<file path="src/logic/nsl_pkg.sv">
package nsl_pkg;

    localparam int POS_W = 32;
    localparam int ERR_W = 33;
    localparam int SPD_W = 16;
    localparam int NW_W = 31;
    localparam int IL_W = 14;
    localparam int EV_W = 3;
    localparam int CH_N = 2;

    // near width range; the reset value is the widest setting
    localparam logic [31:0] NEAR_WIDTH_MIN = 32'h00000001;
    localparam logic [31:0] NEAR_WIDTH_MAX = 32'h40000000;
    localparam logic [NW_W-1:0] NEAR_WIDTH_RST = 31'h40000000;
    // internal speed limit, 1 rpm per step
    localparam logic [31:0] INT_LIMIT_MAX = 32'h00002710;
    localparam logic [IL_W-1:0] INT_LIMIT_RST = 14'h2710;
    // motor figures are loaded by software; plain defaults only
    localparam logic [SPD_W-1:0] MOTOR_MAX_RST = 16'h1770;
    localparam logic [SPD_W-1:0] OVERSPEED_RST = 16'h1b58;
    localparam logic [SPD_W-1:0] LIMIT_RST = 16'h0000;

    localparam logic [5:0] ADDR_CTRL = 6'h00;
    localparam logic [5:0] ADDR_NEAR_WIDTH = 6'h04;
    localparam logic [5:0] ADDR_INT_LIMIT = 6'h08;
    localparam logic [5:0] ADDR_MOTOR_MAX = 6'h0c;
    localparam logic [5:0] ADDR_OVERSPEED = 6'h10;
    localparam logic [5:0] ADDR_EXT_LIMIT = 6'h14;
    localparam logic [5:0] ADDR_STATUS = 6'h18;
    localparam logic [5:0] ADDR_EVENT = 6'h1c;
    localparam logic [5:0] ADDR_MASK = 6'h20;
    localparam logic [5:0] ADDR_EFF_LIMIT = 6'h24;

    localparam int CTRL_SRC_BIT = 0;
    localparam int CTRL_CEIL_BIT = 1;
    localparam int CTRL_RESTART_BIT = 2;
    localparam int CTRL_APPLY_BIT = 3;

    localparam int ST_NEAR_BIT = 0;
    localparam int ST_LIMIT_BIT = 1;
    localparam int ST_SHUT_BIT = 2;
    localparam int ST_CHA_BIT = 3;
    localparam int ST_CHB_BIT = 4;
    localparam int ST_SRC_BIT = 5;
    localparam int ST_CEIL_BIT = 6;

    localparam int EV_NEAR = 0;
    localparam int EV_LIMIT = 1;
    localparam int EV_SHUT = 2;

    typedef enum logic {SRC_INTERNAL = 1'b0, SRC_EXTERNAL = 1'b1} nsl_src_type;
    typedef enum logic {CEIL_MOTOR_MAX = 1'b0, CEIL_OVERSPEED = 1'b1} nsl_ceil_type;
    typedef enum logic {BUS_IDLE = 1'b0, BUS_ACK = 1'b1} nsl_bus_type;

    typedef struct packed {
        logic [IL_W-1:0] int_limit;
        logic [SPD_W-1:0] motor_max;
        logic [SPD_W-1:0] overspeed;
        logic [SPD_W-1:0] ext_limit;
        nsl_src_type src;
        nsl_ceil_type ceil;
    } nsl_limit_cfg_type;

    typedef struct packed {
        logic s1;
        logic s2;
        logic s3;
        logic level;
    } nsl_sync_type;

    typedef struct packed {
        logic [SPD_W-1:0] limit;
    } nsl_lim_type;

    typedef struct packed {
        logic [NW_W-1:0] near_width;
        logic [IL_W-1:0] int_limit;
        logic [SPD_W-1:0] motor_max;
        logic [SPD_W-1:0] overspeed;
        logic [SPD_W-1:0] ext_limit;
        nsl_src_type src_pend;
        nsl_ceil_type ceil_pend;
        nsl_src_type src_act;
        nsl_ceil_type ceil_act;
        logic apply;
        logic [ERR_W-1:0] err_abs;
        logic [SPD_W-1:0] spd_abs;
        logic near;
        logic lim_act;
        logic shut_prev;
        logic [EV_W-1:0] events;
        logic [EV_W-1:0] mask;
        nsl_bus_type bus;
        logic [31:0] rdata;
    } nsl_state_type;

    localparam nsl_state_type STATE_RST = '{
        near_width: NEAR_WIDTH_RST,
        int_limit: INT_LIMIT_RST,
        motor_max: MOTOR_MAX_RST,
        overspeed: OVERSPEED_RST,
        src_pend: SRC_INTERNAL,
        ceil_pend: CEIL_MOTOR_MAX,
        src_act: SRC_INTERNAL,
        ceil_act: CEIL_MOTOR_MAX,
        bus: BUS_IDLE,
        default: '0
    };

    function automatic logic [31:0] merge_be(
        input logic [31:0] old_val,
        input logic [31:0] wr_val,
        input logic [3:0] be
    );
        logic [31:0] res;
        res = old_val;
        for (int i = 0; i < 4; i++)
        begin
            if (be[i])
            begin
                res[i*8 +: 8] = wr_val[i*8 +: 8];
            end
        end
        return res;
    endfunction

endpackage

</file>
<file path="src/logic/nsl_sync.sv">
`timescale 1ns/100ps
module nsl_sync (
    input wire logic i_clock,
    input wire logic i_sys_rst,
    input wire logic i_pin,
    output logic o_level
);
    nsl_pkg::nsl_sync_type r_reg;
    nsl_pkg::nsl_sync_type r_next;

    // a change counts only once the second and third stage agree
    always_comb
    begin
        r_next = r_reg;
        r_next.s1 = i_pin;
        r_next.s2 = r_reg.s1;
        r_next.s3 = r_reg.s2;
        if (r_reg.s2 == r_reg.s3)
        begin
            r_next.level = r_reg.s3;
        end
    end

    // reset to off: a channel reads as a shut-off request until proven on
    always_ff @(posedge i_clock)
    begin
        if (i_sys_rst)
            r_reg <= '0;
        else
            r_reg <= r_next;
    end

    assign o_level = r_reg.level;
endmodule

</file>
<file path="src/logic/nsl_limit_calc.sv">
`timescale 1ns/100ps
module nsl_limit_calc (
    input wire logic i_clock,
    input wire logic i_sys_rst,
    input wire nsl_pkg::nsl_limit_cfg_type i_cfg,
    output logic [nsl_pkg::SPD_W-1:0] o_limit
);
    nsl_pkg::nsl_lim_type r_reg;
    nsl_pkg::nsl_lim_type r_next;
    logic [nsl_pkg::SPD_W-1:0] ceiling;
    logic [nsl_pkg::SPD_W-1:0] int_wide;
    logic [nsl_pkg::SPD_W-1:0] internal;

    always_comb
    begin
        r_next = r_reg;
        ceiling = (i_cfg.ceil == nsl_pkg::CEIL_OVERSPEED) ? i_cfg.overspeed
                                                         : i_cfg.motor_max;
        int_wide = {{(nsl_pkg::SPD_W-nsl_pkg::IL_W){1'b0}}, i_cfg.int_limit};
        internal = (int_wide > ceiling) ? ceiling : int_wide;
        r_next.limit = (i_cfg.src == nsl_pkg::SRC_EXTERNAL) ? i_cfg.ext_limit
                                                            : internal;
    end

    always_ff @(posedge i_clock)
    begin
        if (i_sys_rst)
            r_reg <= '{limit: nsl_pkg::LIMIT_RST};
        else
            r_reg <= r_next;
    end

    assign o_limit = r_reg.limit;
endmodule

</file>
<file path="src/logic/nsl_top.sv">
// Contract
// near output high while position error is below the near width.
// near width accepts 1 to 1073741824, resets to maximum, applies at once.
// host should set near width above the completed width.
// limit-active output high while limiting applies and speed reached the limit.
// source select: 0 internal setting, 1 external value; applies on restart.
// internal speed limit accepts 0 to 10000 rpm, resets to 10000, applies at once.
// ceiling select: 0 motor maximum, 1 overspeed speed; applies on restart.
// internal setting above the ceiling is replaced by the ceiling.
// each shut-off channel alone blocks the power stage run signal.
// shut-off state whenever either safety channel is off.
// near and limit outputs recomputed each cycle from registered values.
//
// Chosen here: the address map and the Avalon-MM interface to the registers.
`timescale 1ns/100ps
module nsl_top (
    input wire logic i_clock,
    input wire logic i_sys_rst,
    input wire logic [5:0] i_avs_address,
    input wire logic i_avs_read,
    input wire logic i_avs_write,
    input wire logic [31:0] i_avs_writedata,
    input wire logic [3:0] i_avs_byteenable,
    output logic [31:0] o_avs_readdata,
    output logic o_avs_waitrequest,
    input wire logic signed [nsl_pkg::POS_W-1:0] i_pos_ref,
    input wire logic signed [nsl_pkg::POS_W-1:0] i_pos_fb,
    input wire logic signed [nsl_pkg::SPD_W-1:0] i_motor_speed,
    input wire logic i_run_request,
    input wire logic i_shutoff_a_on,
    input wire logic i_shutoff_b_on,
    output logic o_near,
    output logic o_speed_limit_active,
    output logic [nsl_pkg::SPD_W-1:0] o_speed_limit,
    output logic o_run_enable,
    output logic o_shutoff_active,
    output logic o_irq
);
    nsl_pkg::nsl_state_type r;
    nsl_pkg::nsl_state_type n;
    nsl_pkg::nsl_limit_cfg_type cfg;
    logic [nsl_pkg::CH_N-1:0] chan_raw;
    logic [nsl_pkg::CH_N-1:0] chan_on;
    logic [nsl_pkg::SPD_W-1:0] limit_w;
    logic shut;
    logic req;
    logic signed [nsl_pkg::ERR_W-1:0] diff;
    logic [nsl_pkg::ERR_W-1:0] err_now;
    logic [nsl_pkg::SPD_W-1:0] spd_now;
    logic [31:0] rd_mux;
    logic [31:0] wv;
    logic [nsl_pkg::EV_W-1:0] ev_set;
    logic [nsl_pkg::EV_W-1:0] clr;
    logic wr_ack;
    logic rd_ack;
    logic restart_wr;

    assign chan_raw = {i_shutoff_b_on, i_shutoff_a_on};

    // both channels pass the same filter, so neither can lag the other by design
    genvar gi;
    generate
        for (gi = 0; gi < nsl_pkg::CH_N; gi++)
        begin : g_chan
            nsl_sync u_sync (
                .i_clock(i_clock),
                .i_sys_rst(i_sys_rst),
                .i_pin(chan_raw[gi]),
                .o_level(chan_on[gi])
            );
        end
    endgenerate

    assign shut = ~(&chan_on);

    // gating stays combinational so a cut needs no further clock edge
    assign o_run_enable = i_run_request & chan_on[0] & chan_on[1];
    assign o_shutoff_active = shut;

    assign cfg.int_limit = r.int_limit;
    assign cfg.motor_max = r.motor_max;
    assign cfg.overspeed = r.overspeed;
    assign cfg.ext_limit = r.ext_limit;
    assign cfg.src = r.src_act;
    assign cfg.ceil = r.ceil_act;

    nsl_limit_calc u_limit (
        .i_clock(i_clock),
        .i_sys_rst(i_sys_rst),
        .i_cfg(cfg),
        .o_limit(limit_w)
    );

    assign req = i_avs_read | i_avs_write;
    assign wr_ack = i_avs_write && (r.bus == nsl_pkg::BUS_ACK);
    assign rd_ack = i_avs_read && (r.bus == nsl_pkg::BUS_ACK);
    assign restart_wr = wr_ack && (i_avs_address == nsl_pkg::ADDR_CTRL)
        && i_avs_byteenable[0] && i_avs_writedata[nsl_pkg::CTRL_RESTART_BIT];

    always_comb
    begin
        n = r;
        clr = '0;
        ev_set = '0;
        rd_mux = '0;
        wv = '0;
        diff = $signed({i_pos_ref[nsl_pkg::POS_W-1], i_pos_ref})
             - $signed({i_pos_fb[nsl_pkg::POS_W-1], i_pos_fb});
        err_now = diff[nsl_pkg::ERR_W-1] ? -diff : diff;
        spd_now = i_motor_speed[nsl_pkg::SPD_W-1] ? -i_motor_speed : i_motor_speed;

        // one stage of registers ahead of the compares keeps timing short
        n.err_abs = err_now;
        n.spd_abs = spd_now;
        n.near = r.err_abs < {2'b00, r.near_width};
        n.lim_act = r.apply && (r.spd_abs >= limit_w);
        n.shut_prev = shut;

        ev_set[nsl_pkg::EV_NEAR] = n.near & ~r.near;
        ev_set[nsl_pkg::EV_LIMIT] = n.lim_act & ~r.lim_act;
        ev_set[nsl_pkg::EV_SHUT] = shut & ~r.shut_prev;

        case (i_avs_address)
            nsl_pkg::ADDR_CTRL:
            begin
                rd_mux[nsl_pkg::CTRL_SRC_BIT] = r.src_pend;
                rd_mux[nsl_pkg::CTRL_CEIL_BIT] = r.ceil_pend;
                rd_mux[nsl_pkg::CTRL_APPLY_BIT] = r.apply;
            end
            nsl_pkg::ADDR_NEAR_WIDTH:
                rd_mux[nsl_pkg::NW_W-1:0] = r.near_width;
            nsl_pkg::ADDR_INT_LIMIT:
                rd_mux[nsl_pkg::IL_W-1:0] = r.int_limit;
            nsl_pkg::ADDR_MOTOR_MAX:
                rd_mux[nsl_pkg::SPD_W-1:0] = r.motor_max;
            nsl_pkg::ADDR_OVERSPEED:
                rd_mux[nsl_pkg::SPD_W-1:0] = r.overspeed;
            nsl_pkg::ADDR_EXT_LIMIT:
                rd_mux[nsl_pkg::SPD_W-1:0] = r.ext_limit;
            nsl_pkg::ADDR_STATUS:
            begin
                rd_mux[nsl_pkg::ST_NEAR_BIT] = r.near;
                rd_mux[nsl_pkg::ST_LIMIT_BIT] = r.lim_act;
                rd_mux[nsl_pkg::ST_SHUT_BIT] = shut;
                rd_mux[nsl_pkg::ST_CHA_BIT] = chan_on[0];
                rd_mux[nsl_pkg::ST_CHB_BIT] = chan_on[1];
                rd_mux[nsl_pkg::ST_SRC_BIT] = r.src_act;
                rd_mux[nsl_pkg::ST_CEIL_BIT] = r.ceil_act;
            end
            nsl_pkg::ADDR_EVENT:
                rd_mux[nsl_pkg::EV_W-1:0] = r.events;
            nsl_pkg::ADDR_MASK:
                rd_mux[nsl_pkg::EV_W-1:0] = r.mask;
            nsl_pkg::ADDR_EFF_LIMIT:
                rd_mux[nsl_pkg::SPD_W-1:0] = limit_w;
            default:
                rd_mux = '0;
        endcase

        wv = nsl_pkg::merge_be(rd_mux, i_avs_writedata, i_avs_byteenable);

        case (r.bus)
            nsl_pkg::BUS_IDLE:
            begin
                if (req)
                begin
                    n.rdata = rd_mux;
                    n.bus = nsl_pkg::BUS_ACK;
                end
            end
            nsl_pkg::BUS_ACK:
            begin
                n.bus = nsl_pkg::BUS_IDLE;
                // clear only what the read reported, so an event seen while the
                // read is pending is kept for the next read
                if (rd_ack && i_avs_address == nsl_pkg::ADDR_EVENT)
                begin
                    clr = r.rdata[nsl_pkg::EV_W-1:0];
                end
                if (wr_ack)
                begin
                    case (i_avs_address)
                        nsl_pkg::ADDR_CTRL:
                        begin
                            n.src_pend = nsl_pkg::nsl_src_type'(wv[nsl_pkg::CTRL_SRC_BIT]);
                            n.ceil_pend = nsl_pkg::nsl_ceil_type'(wv[nsl_pkg::CTRL_CEIL_BIT]);
                            n.apply = wv[nsl_pkg::CTRL_APPLY_BIT];
                            // selects only move on a restart, as a power cycle would
                            if (restart_wr)
                            begin
                                n.src_act = n.src_pend;
                                n.ceil_act = n.ceil_pend;
                            end
                        end
                        nsl_pkg::ADDR_NEAR_WIDTH:
                        begin
                            // out of range writes are dropped, old width kept
                            if (wv >= nsl_pkg::NEAR_WIDTH_MIN && wv <= nsl_pkg::NEAR_WIDTH_MAX)
                            begin
                                n.near_width = wv[nsl_pkg::NW_W-1:0];
                            end
                        end
                        nsl_pkg::ADDR_INT_LIMIT:
                        begin
                            if (wv <= nsl_pkg::INT_LIMIT_MAX)
                            begin
                                n.int_limit = wv[nsl_pkg::IL_W-1:0];
                            end
                        end
                        nsl_pkg::ADDR_MOTOR_MAX:
                            n.motor_max = wv[nsl_pkg::SPD_W-1:0];
                        nsl_pkg::ADDR_OVERSPEED:
                            n.overspeed = wv[nsl_pkg::SPD_W-1:0];
                        nsl_pkg::ADDR_EXT_LIMIT:
                            n.ext_limit = wv[nsl_pkg::SPD_W-1:0];
                        nsl_pkg::ADDR_MASK:
                            n.mask = wv[nsl_pkg::EV_W-1:0];
                        default:
                        begin
                        end
                    endcase
                end
            end
            default:
                n.bus = nsl_pkg::BUS_IDLE;
        endcase

        // a new event wins over a clearing read in the same cycle
        n.events = (r.events & ~clr) | ev_set;
    end

    always_ff @(posedge i_clock)
    begin
        if (i_sys_rst)
            r <= nsl_pkg::STATE_RST;
        else
            r <= n;
    end

    assign o_avs_waitrequest = req && (r.bus == nsl_pkg::BUS_IDLE);
    assign o_avs_readdata = r.rdata;
    assign o_near = r.near;
    assign o_speed_limit_active = r.lim_act;
    assign o_speed_limit = limit_w;
    assign o_irq = |(r.events & r.mask);
endmodule

</file>
<file path="config.mk">
export PLATFORM = sky130hd
export DESIGN_NAME = nsl_top
export DESIGN_NICKNAME = d
export VERILOG_FILES = /design/src/logic/nsl_pkg.sv /design/src/logic/nsl_sync.sv /design/src/logic/nsl_limit_calc.sv /design/src/logic/nsl_top.sv
export SDC_FILE = /design/constraint.sdc
export NUM_CORES = 1
export LEC_CHECK = 0
export BUFFER_PORTS_ARGS = -buffer_cell sky130_fd_sc_hd__clkbuf_2
export CORE_MARGIN = 8
export CORE_UTILIZATION = 25
export DETAILED_ROUTE_END_ITERATION = 6
export PLACE_DENSITY = 0.49
export SYNTH_ARGS = -nofsm -noshare
export SYNTH_HDL_FRONTEND = slang
export SYNTH_HIERARCHICAL = 1
export SYNTH_SLANG_ARGS = --single-unit
export TNS_END_PERCENT = 50
</file>
<file path="constraint.sdc">
create_clock -name i_clock -period 3.85 [get_ports i_clock]
set_input_delay 0.385 -clock i_clock [delete_from_list [all_inputs] [get_ports i_clock]]
set_output_delay 0.385 -clock i_clock [all_outputs]
set_load 0.1 [all_outputs]
</file>
Word level (Yosys, flattened, before mapping)
Index checks and enable logic that the tools add are counted.
{ "word_totals": {"elab_cells": 110, "reg_bits": 212, "out_inout_bits": 54} }
{ "op_classes": {"mux": 20, "addsub": 3, "bitwise": 17, "n_reduce_logical": 23, "n_eq_ne": 11, "order_cmp": 6} }
{ "op_table": {"columns": ["operator", "n"], "rows": [
  ["$mux 16", 3],
  ["$pmux 7 s6", 1],
  ["$lt 33x31->1", 1],
  ["$mux 33", 1],
  ["$neg 33->33", 1],
  ["$sub 32x32->33", 1],
  ["$ge 32x1->1 const B", 1],
  ["$le 32x14->1 const B", 1],
  ["$le 32x31->1 const B", 1],
  ["$mux 32", 1],
  ["$mux 8", 4],
  ["$mux 15", 2],
  ["$eq 6x5->1 const B", 4],
  ["$pmux 3 s7", 1],
  ["$pmux 2 s10", 1],
  ["$ge 16x16->1", 1],
  ["$gt 14x16->1", 1],
  ["$neg 16->16", 1],
  ["$reduce_and 3->1", 5],
  ["$eq 6x4->1 const B", 2],
  ["$eq 6x6->1 const B", 2],
  ["$reduce_and 4->1", 3],
  ["$pmux 2 s5", 1],
  ["$logic_and 1x1->1", 9],
  ["other kinds (16)", 31]
]} }

Longest topological paths before layout
Gate-level depths: netlist of the first run.
{ "depth": {"word_depth": 7, "depth_mapped": 16} }

Cells and area by module
The synthesis of the first run kept the hierarchy.
{ "by_module_without_submodules": {"columns": ["module", "cells_each", "instances", "area_per_inst_um2"], "rows": [
  ["nsl_top", 1539, 1, 11962.7],
  ["nsl_limit_calc", 137, 1, 1176.1],
  ["nsl_sync", 10, 2, 112.6]
]} }

Least setup slack after synthesis of the first run
Ideal clock, no wire load.
{ "synth_timing": {"path_kind": "input to register", "startpoint": "input i_pos_ref[0] (netlist name)", "endpoint": "register r[89] (netlist name)", "stages": 14, "path_buffers": 0, "path_slack_ns": 0.122, "arrival_time_ns": 3.608, "cell_sequence": "inv_1 -> ha_1 -> inv_1 -> fa_1 -> a21o_1 -> a221oi_2 -> o221a_2 -> o21ai_2 -> a311o_1 -> a2111oi_4 -> nand4b_1 -> nor4_1 -> o21ai_0 -> a211o_1"} }
{ "synth_between": {"elab_chain_cells": 3} }
{ "synth_rtl": {"columns": ["item", "line_no", "rtl"], "rows": [
  ["start, declared", "nsl_top.sv:26", "input wire logic signed [nsl_pkg::POS_W-1:0] i_pos_ref,"],
  ["$sub 32x32->33 (*)", "nsl_top.sv:108", "- $signed({i_pos_fb[nsl_pkg::POS_W-1], i_pos_fb});"],
  ["$neg 33->33", "nsl_top.sv:109", "err_now = diff[nsl_pkg::ERR_W-1] ? -diff : diff;"],
  ["$mux 32 (*)", "nsl_top.sv:109", null],
  ["end signal, assigned", "nsl_top.sv:235", "r <= nsl_pkg::STATE_RST;"],
  ["end signal, assigned", "nsl_top.sv:237", "r <= n;"],
  ["end, declared", "nsl_top.sv:39", "nsl_pkg::nsl_state_type r;"]
]} }
Every way passes the cells marked *; elsewhere a longest branch is shown, timed or not.
A chain may end at the register's enable or synchronous reset.

Final worst setup path of the first run
{ "layout_timing": {"startpoint": "input i_avs_address[4]", "endpoint": "register r[185] (netlist name)"} }
{ "layout_between": {"elab_chain_cells": 6, "elab_cells_between_ends": 25, "cone_classes": "order compare: 2; eq/ne: 9; mux: 11; reduce/logical: 3"} }
{ "layout_rtl": {"columns": ["item", "line_no", "rtl"], "rows": [
  ["start, declared", "nsl_top.sv:19", "input wire logic [5:0] i_avs_address,"],
  ["$eq 6x6->1 (tied with other cells)", "nsl_top.sv:123", "case (i_avs_address)"],
  ["$pmux 2 s10 (tied with other cells)", "nsl_top.sv:123", null],
  ["$mux 8", "nsl_pkg.sv:119", "if (be[i])"],
  ["$ge 32x1->1 / $le 32x31->1 (equally long branches)", "nsl_top.sv:198", "if (wv >= nsl_pkg::NEAR_WIDTH_MIN && wv <= nsl_pkg::NEAR_WIDTH_MAX)"],
  ["$logic_and 1x1->1", "nsl_top.sv:198", null],
  ["$reduce_and 4->1 (no source line)", null, null]
]} }
Several ways; a longest one is shown, not always the timed one.

==> impl_metrics.tcl, run 1 <==
set metrics [dict create \
    num_vias 13000 \
    yosysTopAreaCell "dfxtp_1" \
    synthCells 1696 \
    diodes 0 \
    antenna_found_initial 1 \
    hold_viol 0 \
    rows 84 \
    grt_max_degree 87 \
    yosys.cell_types.count 84 \
    vdd_drop_max_mv 0.235 \
    synth.avg_cell_area_sq_um 7.88 \
    p_per_area_nw_per_um2 379 \
    cap_violations 0 \
    portBuffers 181 \
    htreeDepth 1 \
    synth_top_area_share_pct 31.8 \
    drive_gt1_share_pct 19.1 \
    async_reset_ff_share_pct 0 \
    area_growth_pct 22.0 \
    dpl_cell_area_sq_um 15500 \
    wirelength_um 48000 \
    grt_pass1_vias 12600 \
    startpoint "i_avs_address[4]" \
    syn_nets 1920 \
    fin_crit_sh_pct 93.7 \
    required_ns 4.32 \
    worstSkewPairLatency_ns 0.55 \
    first_pass_iters 5 \
    clkSlewWorstSetupHoldPaths_ns 0.06 \
    drtIter0Drc 816 \
    r2r_slack_ns 0.56 \
    final_core_util_pct 30.9 \
    setup_viol 0 \
    drc_errors 0 \
    nets 2134 \
    nFillCells 5755 \
    status "finished clean" \
    die_h_um 247 \
    r2r-start "r[36]" \
    endpoint "r[185]" \
    synth.area.top_cells "dfxtp_1 32%, ha_1 8.8%, nand2_1 5.5%, a21oi_1 5.0%, nor2_1 4.0%" \
    routedWlPerCell_um 18.4 \
    hp-class "in -> reg" \
    synthFlopType "dfxtp_1" \
    place.gp.congestion 0.865 \
    fmax_mhz 277 \
    rsz0062_at_grt "false" \
    grt_usage_pct 15.1 \
    initial_utilization_pct 25.3 \
    cts_setup_buffers 0 \
    grt_overflow 0 \
    synthTopCellsByCount "212 x dfxtp_1, 197 x nand2_1, 143 x nor2_1, 133 x a21oi_1, 109 x inv_1" \
    cts_buffer_depth 3 \
    post_cts_resized 0 \
    cts-root-buf "clkbuf_16" \
    synth_seq_cells 212 \
    num_io_pins 183 \
    cts_tree "done" \
    core_sq_um 52800 \
    drt-vias-per-instance 4.95 \
    largest_reg_flops 91 \
    cts.sinks 212 \
    skew_ns 0.0132 \
    dieArea_sq_um 61100 \
    synth_area_sq_um 13400 \
    critPathLaunchType "input port" \
    cts_hold_buf 0 \
    post-route-min-period_ns 3.61 \
    numCtsBuffers 25 \
    synth_seq_area_share_pct 31.8 \
    place_hpwl_um 36600 \
    end_kind "flop" \
    cp_max_fo 28 \
    synth-warning-count 6 \
    ant_nets 0 \
    synth-edff-count 0 \
    critical_path_class "in -> reg" \
    grt_pass1_wl_um 73300 \
    post-synth-top-count-cell "dfxtp_1" \
    critPathArrivalTime_ns 4.07 \
    p_leak_nw 6.91 \
    relSlewSlack_pct 21.1 \
    regToRegEndpoint "r[185]" \
    worst_pin_slew_ns 1.18 \
    reg2reg_depth 10 \
    die-width_um 247 \
    drv_slew 0 \
    design_area_sq_um 16300 \
]
==> placed cells by master, fill, tap and decap left out, types with 26 or more instances in the layout <==
| master | n |
|---|---|
| dfxtp_1 | 212 |
| nand2_1 | 197 |
| clkbuf_2 | 180 |
| nor2_1 | 143 |
| a21oi_1 | 133 |
| buf_4 | 117 |
| inv_1 | 109 |
| ha_1 | 94 |
| nand3_1 | 78 |
| o21ai_0 | 63 |
| mux2i_1 | 46 |
| nor3_1 | 41 |
| nand2b_1 | 33 |
| xor2_1 | 32 |
| a21o_1 | 31 |
| and3_1 | 26 |
| a31oi_1 | 26 |
==> where the power goes <==
| part | internal (mW) | switching (mW) |
|---|---|---|
| Combinational | 0.573 | 0.897 |
| Clock | 1.36 | 0.990 |
| Sequential | 2.31 | 0.0634 |
| Total | 4.24 | 1.95 |
==> critical path: stages <==
cell and delay, ns:
clkbuf_2 0.11, nor4b_2 0.18, buf_12 0.16, and2_1 0.30
buf_4 0.21, a2111oi_1 0.59, a41oi_1 0.25, or4_1 0.66
nor3_2 0.21, nand3_2 0.13, mux2_4 0.39, buf_12 0.17
nand3b_1 0.17, a21oi_1 0.14
==> kinds of logic after synthesis <==
logic type | share of synthesized area [%]
multiplexers | 3.81
adder cells (fa/ha/maj) | 8.95
AO/OA/AOI/OAI | 20.6
XOR/XNOR | 3.34
flip-flops | 31.8
buffers and inverters | 7.97
AND/OR/NAND/NOR | 23.5
other | 0.0281
==> routing by layer <==
layer,up-vias,global-route usage (%),share of wire (%)
met5,-,0,0.021
met4,2,4.91,2.8
met3,70,2.62,6.2
met2,361,24.3,45
met1,6073,20.3,46
li1,6444,-,-
==> layout make-up <==
type	instances	area [sq um]	area share (%)
Clock buffer	35	713	4.37
Clock inverter	8	82.6	0.506
Inverter	110	413	2.53
Multi-Input combinational cell	1256	8060	49.4
Sequential cell	212	4240	26.0
Tap cell	688	861	5.28
Timing Repair Buffer	305	1930	11.8
==> worst min-delay path by stage <==
stage,startpoint,to,slack (ns),depth (start not counted)
after floorplan,g_chan[0].u_sync/r_next[2],g_chan[0].u_sync/r_next[1],0.41,1
final,i_shutoff_a_on,g_chan[0].u_sync/r_next[2],0.04,2
after global placement,g_chan[1].u_sync/r_next[2],g_chan[1].u_sync/r_next[1],0.43,1
after detailed placement,g_chan[1].u_sync/r_next[2],g_chan[1].u_sync/r_next[1],0.43,1
after global routing,i_shutoff_a_on,g_chan[0].u_sync/r_next[2],0.05,2
after CTS,i_shutoff_a_on,g_chan[0].u_sync/r_next[2],0.02,2
==> per-stage QoR <==
| step | setup slack, ns | TNS [ns] | hold WS, ns | instances | power (mW) |
|---|---|---|---|---|---|
| 3_5_place_dp | -0.262 | -8.93 | 0.427 | 2571 | 3.89 |
| 2_1_floorplan | 0.122 | 0 | 0.414 | 1696 | 3.39 |
| 5_1_grt | 0.0803 | 0 | 0.0473 | 2614 | 6.53 |
| 6_report | 0.243 | 0 | 0.0429 | 2614 | 6.19 |
| 3_3_place_gp | -0.283 | -9.23 | 0.431 | 2571 | 3.87 |
| 4_1_cts | 0.265 | 0 | 0.0203 | 2614 | 6.26 |
Power figures use the tool's default switching activity.
==> inputs of run 2 (changes only) <==
RECOVER_POWER = 100   (was unset)
==> impl_metrics.tcl, run 2 (synthesis results as in run 1) <==
set metrics [dict create \
    portBuffers 181 \
    end_kind "flop" \
    critical_path_class "in -> reg" \
    grt_overflow 0 \
    vdd_drop_max_mv 0.235 \
    hold_path_depth 2 \
    num_vias 13000 \
    worst_pin_slew_ns 1.87 \
    place_hpwl_um 36600 \
    p_per_area_nw_per_um2 383 \
    final_cells 2614 \
    fmax_mhz 276 \
    num_io_pins 183 \
    initial_utilization_pct 25.3 \
    cts_hold_buf 0 \
    rows 84 \
    placed_cells 2571 \
    relSlewSlack_pct -24.5 \
    hold_viol 0 \
    wirelength_um 48000 \
    drc_errors 0 \
    status "finished, violations left" \
    dpl_cell_area_sq_um 15500 \
    htreeDepth 1 \
    largest_reg_flops 91 \
    core_sq_um 52800 \
    drv_slew 87 \
    skew_ns 0.0134 \
    dieArea_sq_um 61100 \
    dp_slack_ns -0.262 \
    nets 2134 \
    area_growth_pct 20.5 \
    grt_max_degree 87 \
    grt_pass1_vias 12600 \
    ant_nets 0 \
    final_common_cell "dfxtp_1" \
    die-width_um 247 \
    hp-class "in -> reg" \
    setup_viol 0 \
    power_mw 6.16 \
    first_pass_iters 6 \
    reg2reg_depth 9 \
    die_h_um 247 \
    required_ns 4.22 \
    antenna_found_initial 1 \
    violations "max-capacitance violations, max-slew violations" \
    worst_slack_ns 0.222 \
    drt-vias-per-instance 4.96 \
    post-route-min-period_ns 3.63 \
    p_leak_nw 6.64 \
    diodes 0 \
    numCtsBuffers 25 \
    worstSkewPairLatency_ns 0.55 \
    drtIter0Drc 773 \
    cts_setup_buffers 0 \
    cts.sinks 212 \
    fin_crit_sh_pct 94.2 \
    place.gp.congestion 0.865 \
    grt_pass1_wl_um 73300 \
    cts-root-buf "clkbuf_16" \
    grt_usage_pct 15.1 \
    post_cts_resized 0 \
    finalSetupTns_ns 0 \
    cap_violations 1 \
    routedWlPerCell_um 18.4 \
    cts_buffer_depth 3 \
    critPathArrivalTime_ns 4.00 \
    critPathLaunchType "input port" \
    cts_tree "done" \
    clkSlewWorstSetupHoldPaths_ns 0.06 \
    design_area_sq_um 16100 \
    cp_max_fo 24 \
    drive_gt1_share_pct 14.9 \
    final_cell_mix "212 x dfxtp_1, 197 x nand2_1, 143 x nor2_1" \
    rsz0062_at_grt "false" \
]
[run 2: area by class of cell]
type                       instances  area [sq um]
fill                            5795         36700
clock buffer                      35           713
multi-input combinational       1256          8030
clock inverter                     8          82.6
tap                              688           861
inverter                         110           413
sequential                       212          4240
timing repair buffer             305          1770
[run 2: worst paths after layout]
path,startpoint,end,slack [ns]
min,i_shutoff_a_on,g_chan[0].u_sync/r_next[2],0.04
min reg2reg,g_chan[1].u_sync/r_next[2],g_chan[1].u_sync/r_next[1],0.44
max reg2reg,cfg[0],u_limit/o_limit[10],0.23
max,i_avs_address[5],cfg[61],0.22
[run 2: worst max-delay path: stages]
cell and delay, ns:
clkbuf_1 0.11, nor4b_1 0.59, buf_12 0.24, and2_1 0.41, clkbuf_1 0.39, a222oi_1 0.21
a41oi_1 0.30, nand2_1 0.14, or3_1 0.31, o311ai_0 0.33, a21oi_1 0.16, buf_12 0.19
mux2i_1 0.16, nor2_1 0.05
[run 2: where the power goes]
part / switching (mW) / total [mW] / internal (mW)
clock network: 0.989 / 2.35 / 1.36
registers: 0.0642 / 2.37 / 2.31
logic: 0.893 / 1.45 / 0.553
total: 1.95 / 6.16 / 4.22
[run 2: routing by layer]
metal	GRT usage, %	up-vias	routed length (um)
met5	0	-	10
met4	4.91	2	1330
met3	2.62	71	2980
met2	24.3	360	21700
met1	20.3	6089	22000
li1	-	6445	-
[run 2: stage by stage]
stage                     hold WS, ns  util, %
after floorplan                 0.414        -
after global placement          0.431     29.4
after detailed placement        0.427     29.4
after CTS                      0.0203     30.9
after global routing           0.0473     30.5
final                          0.0417     30.5
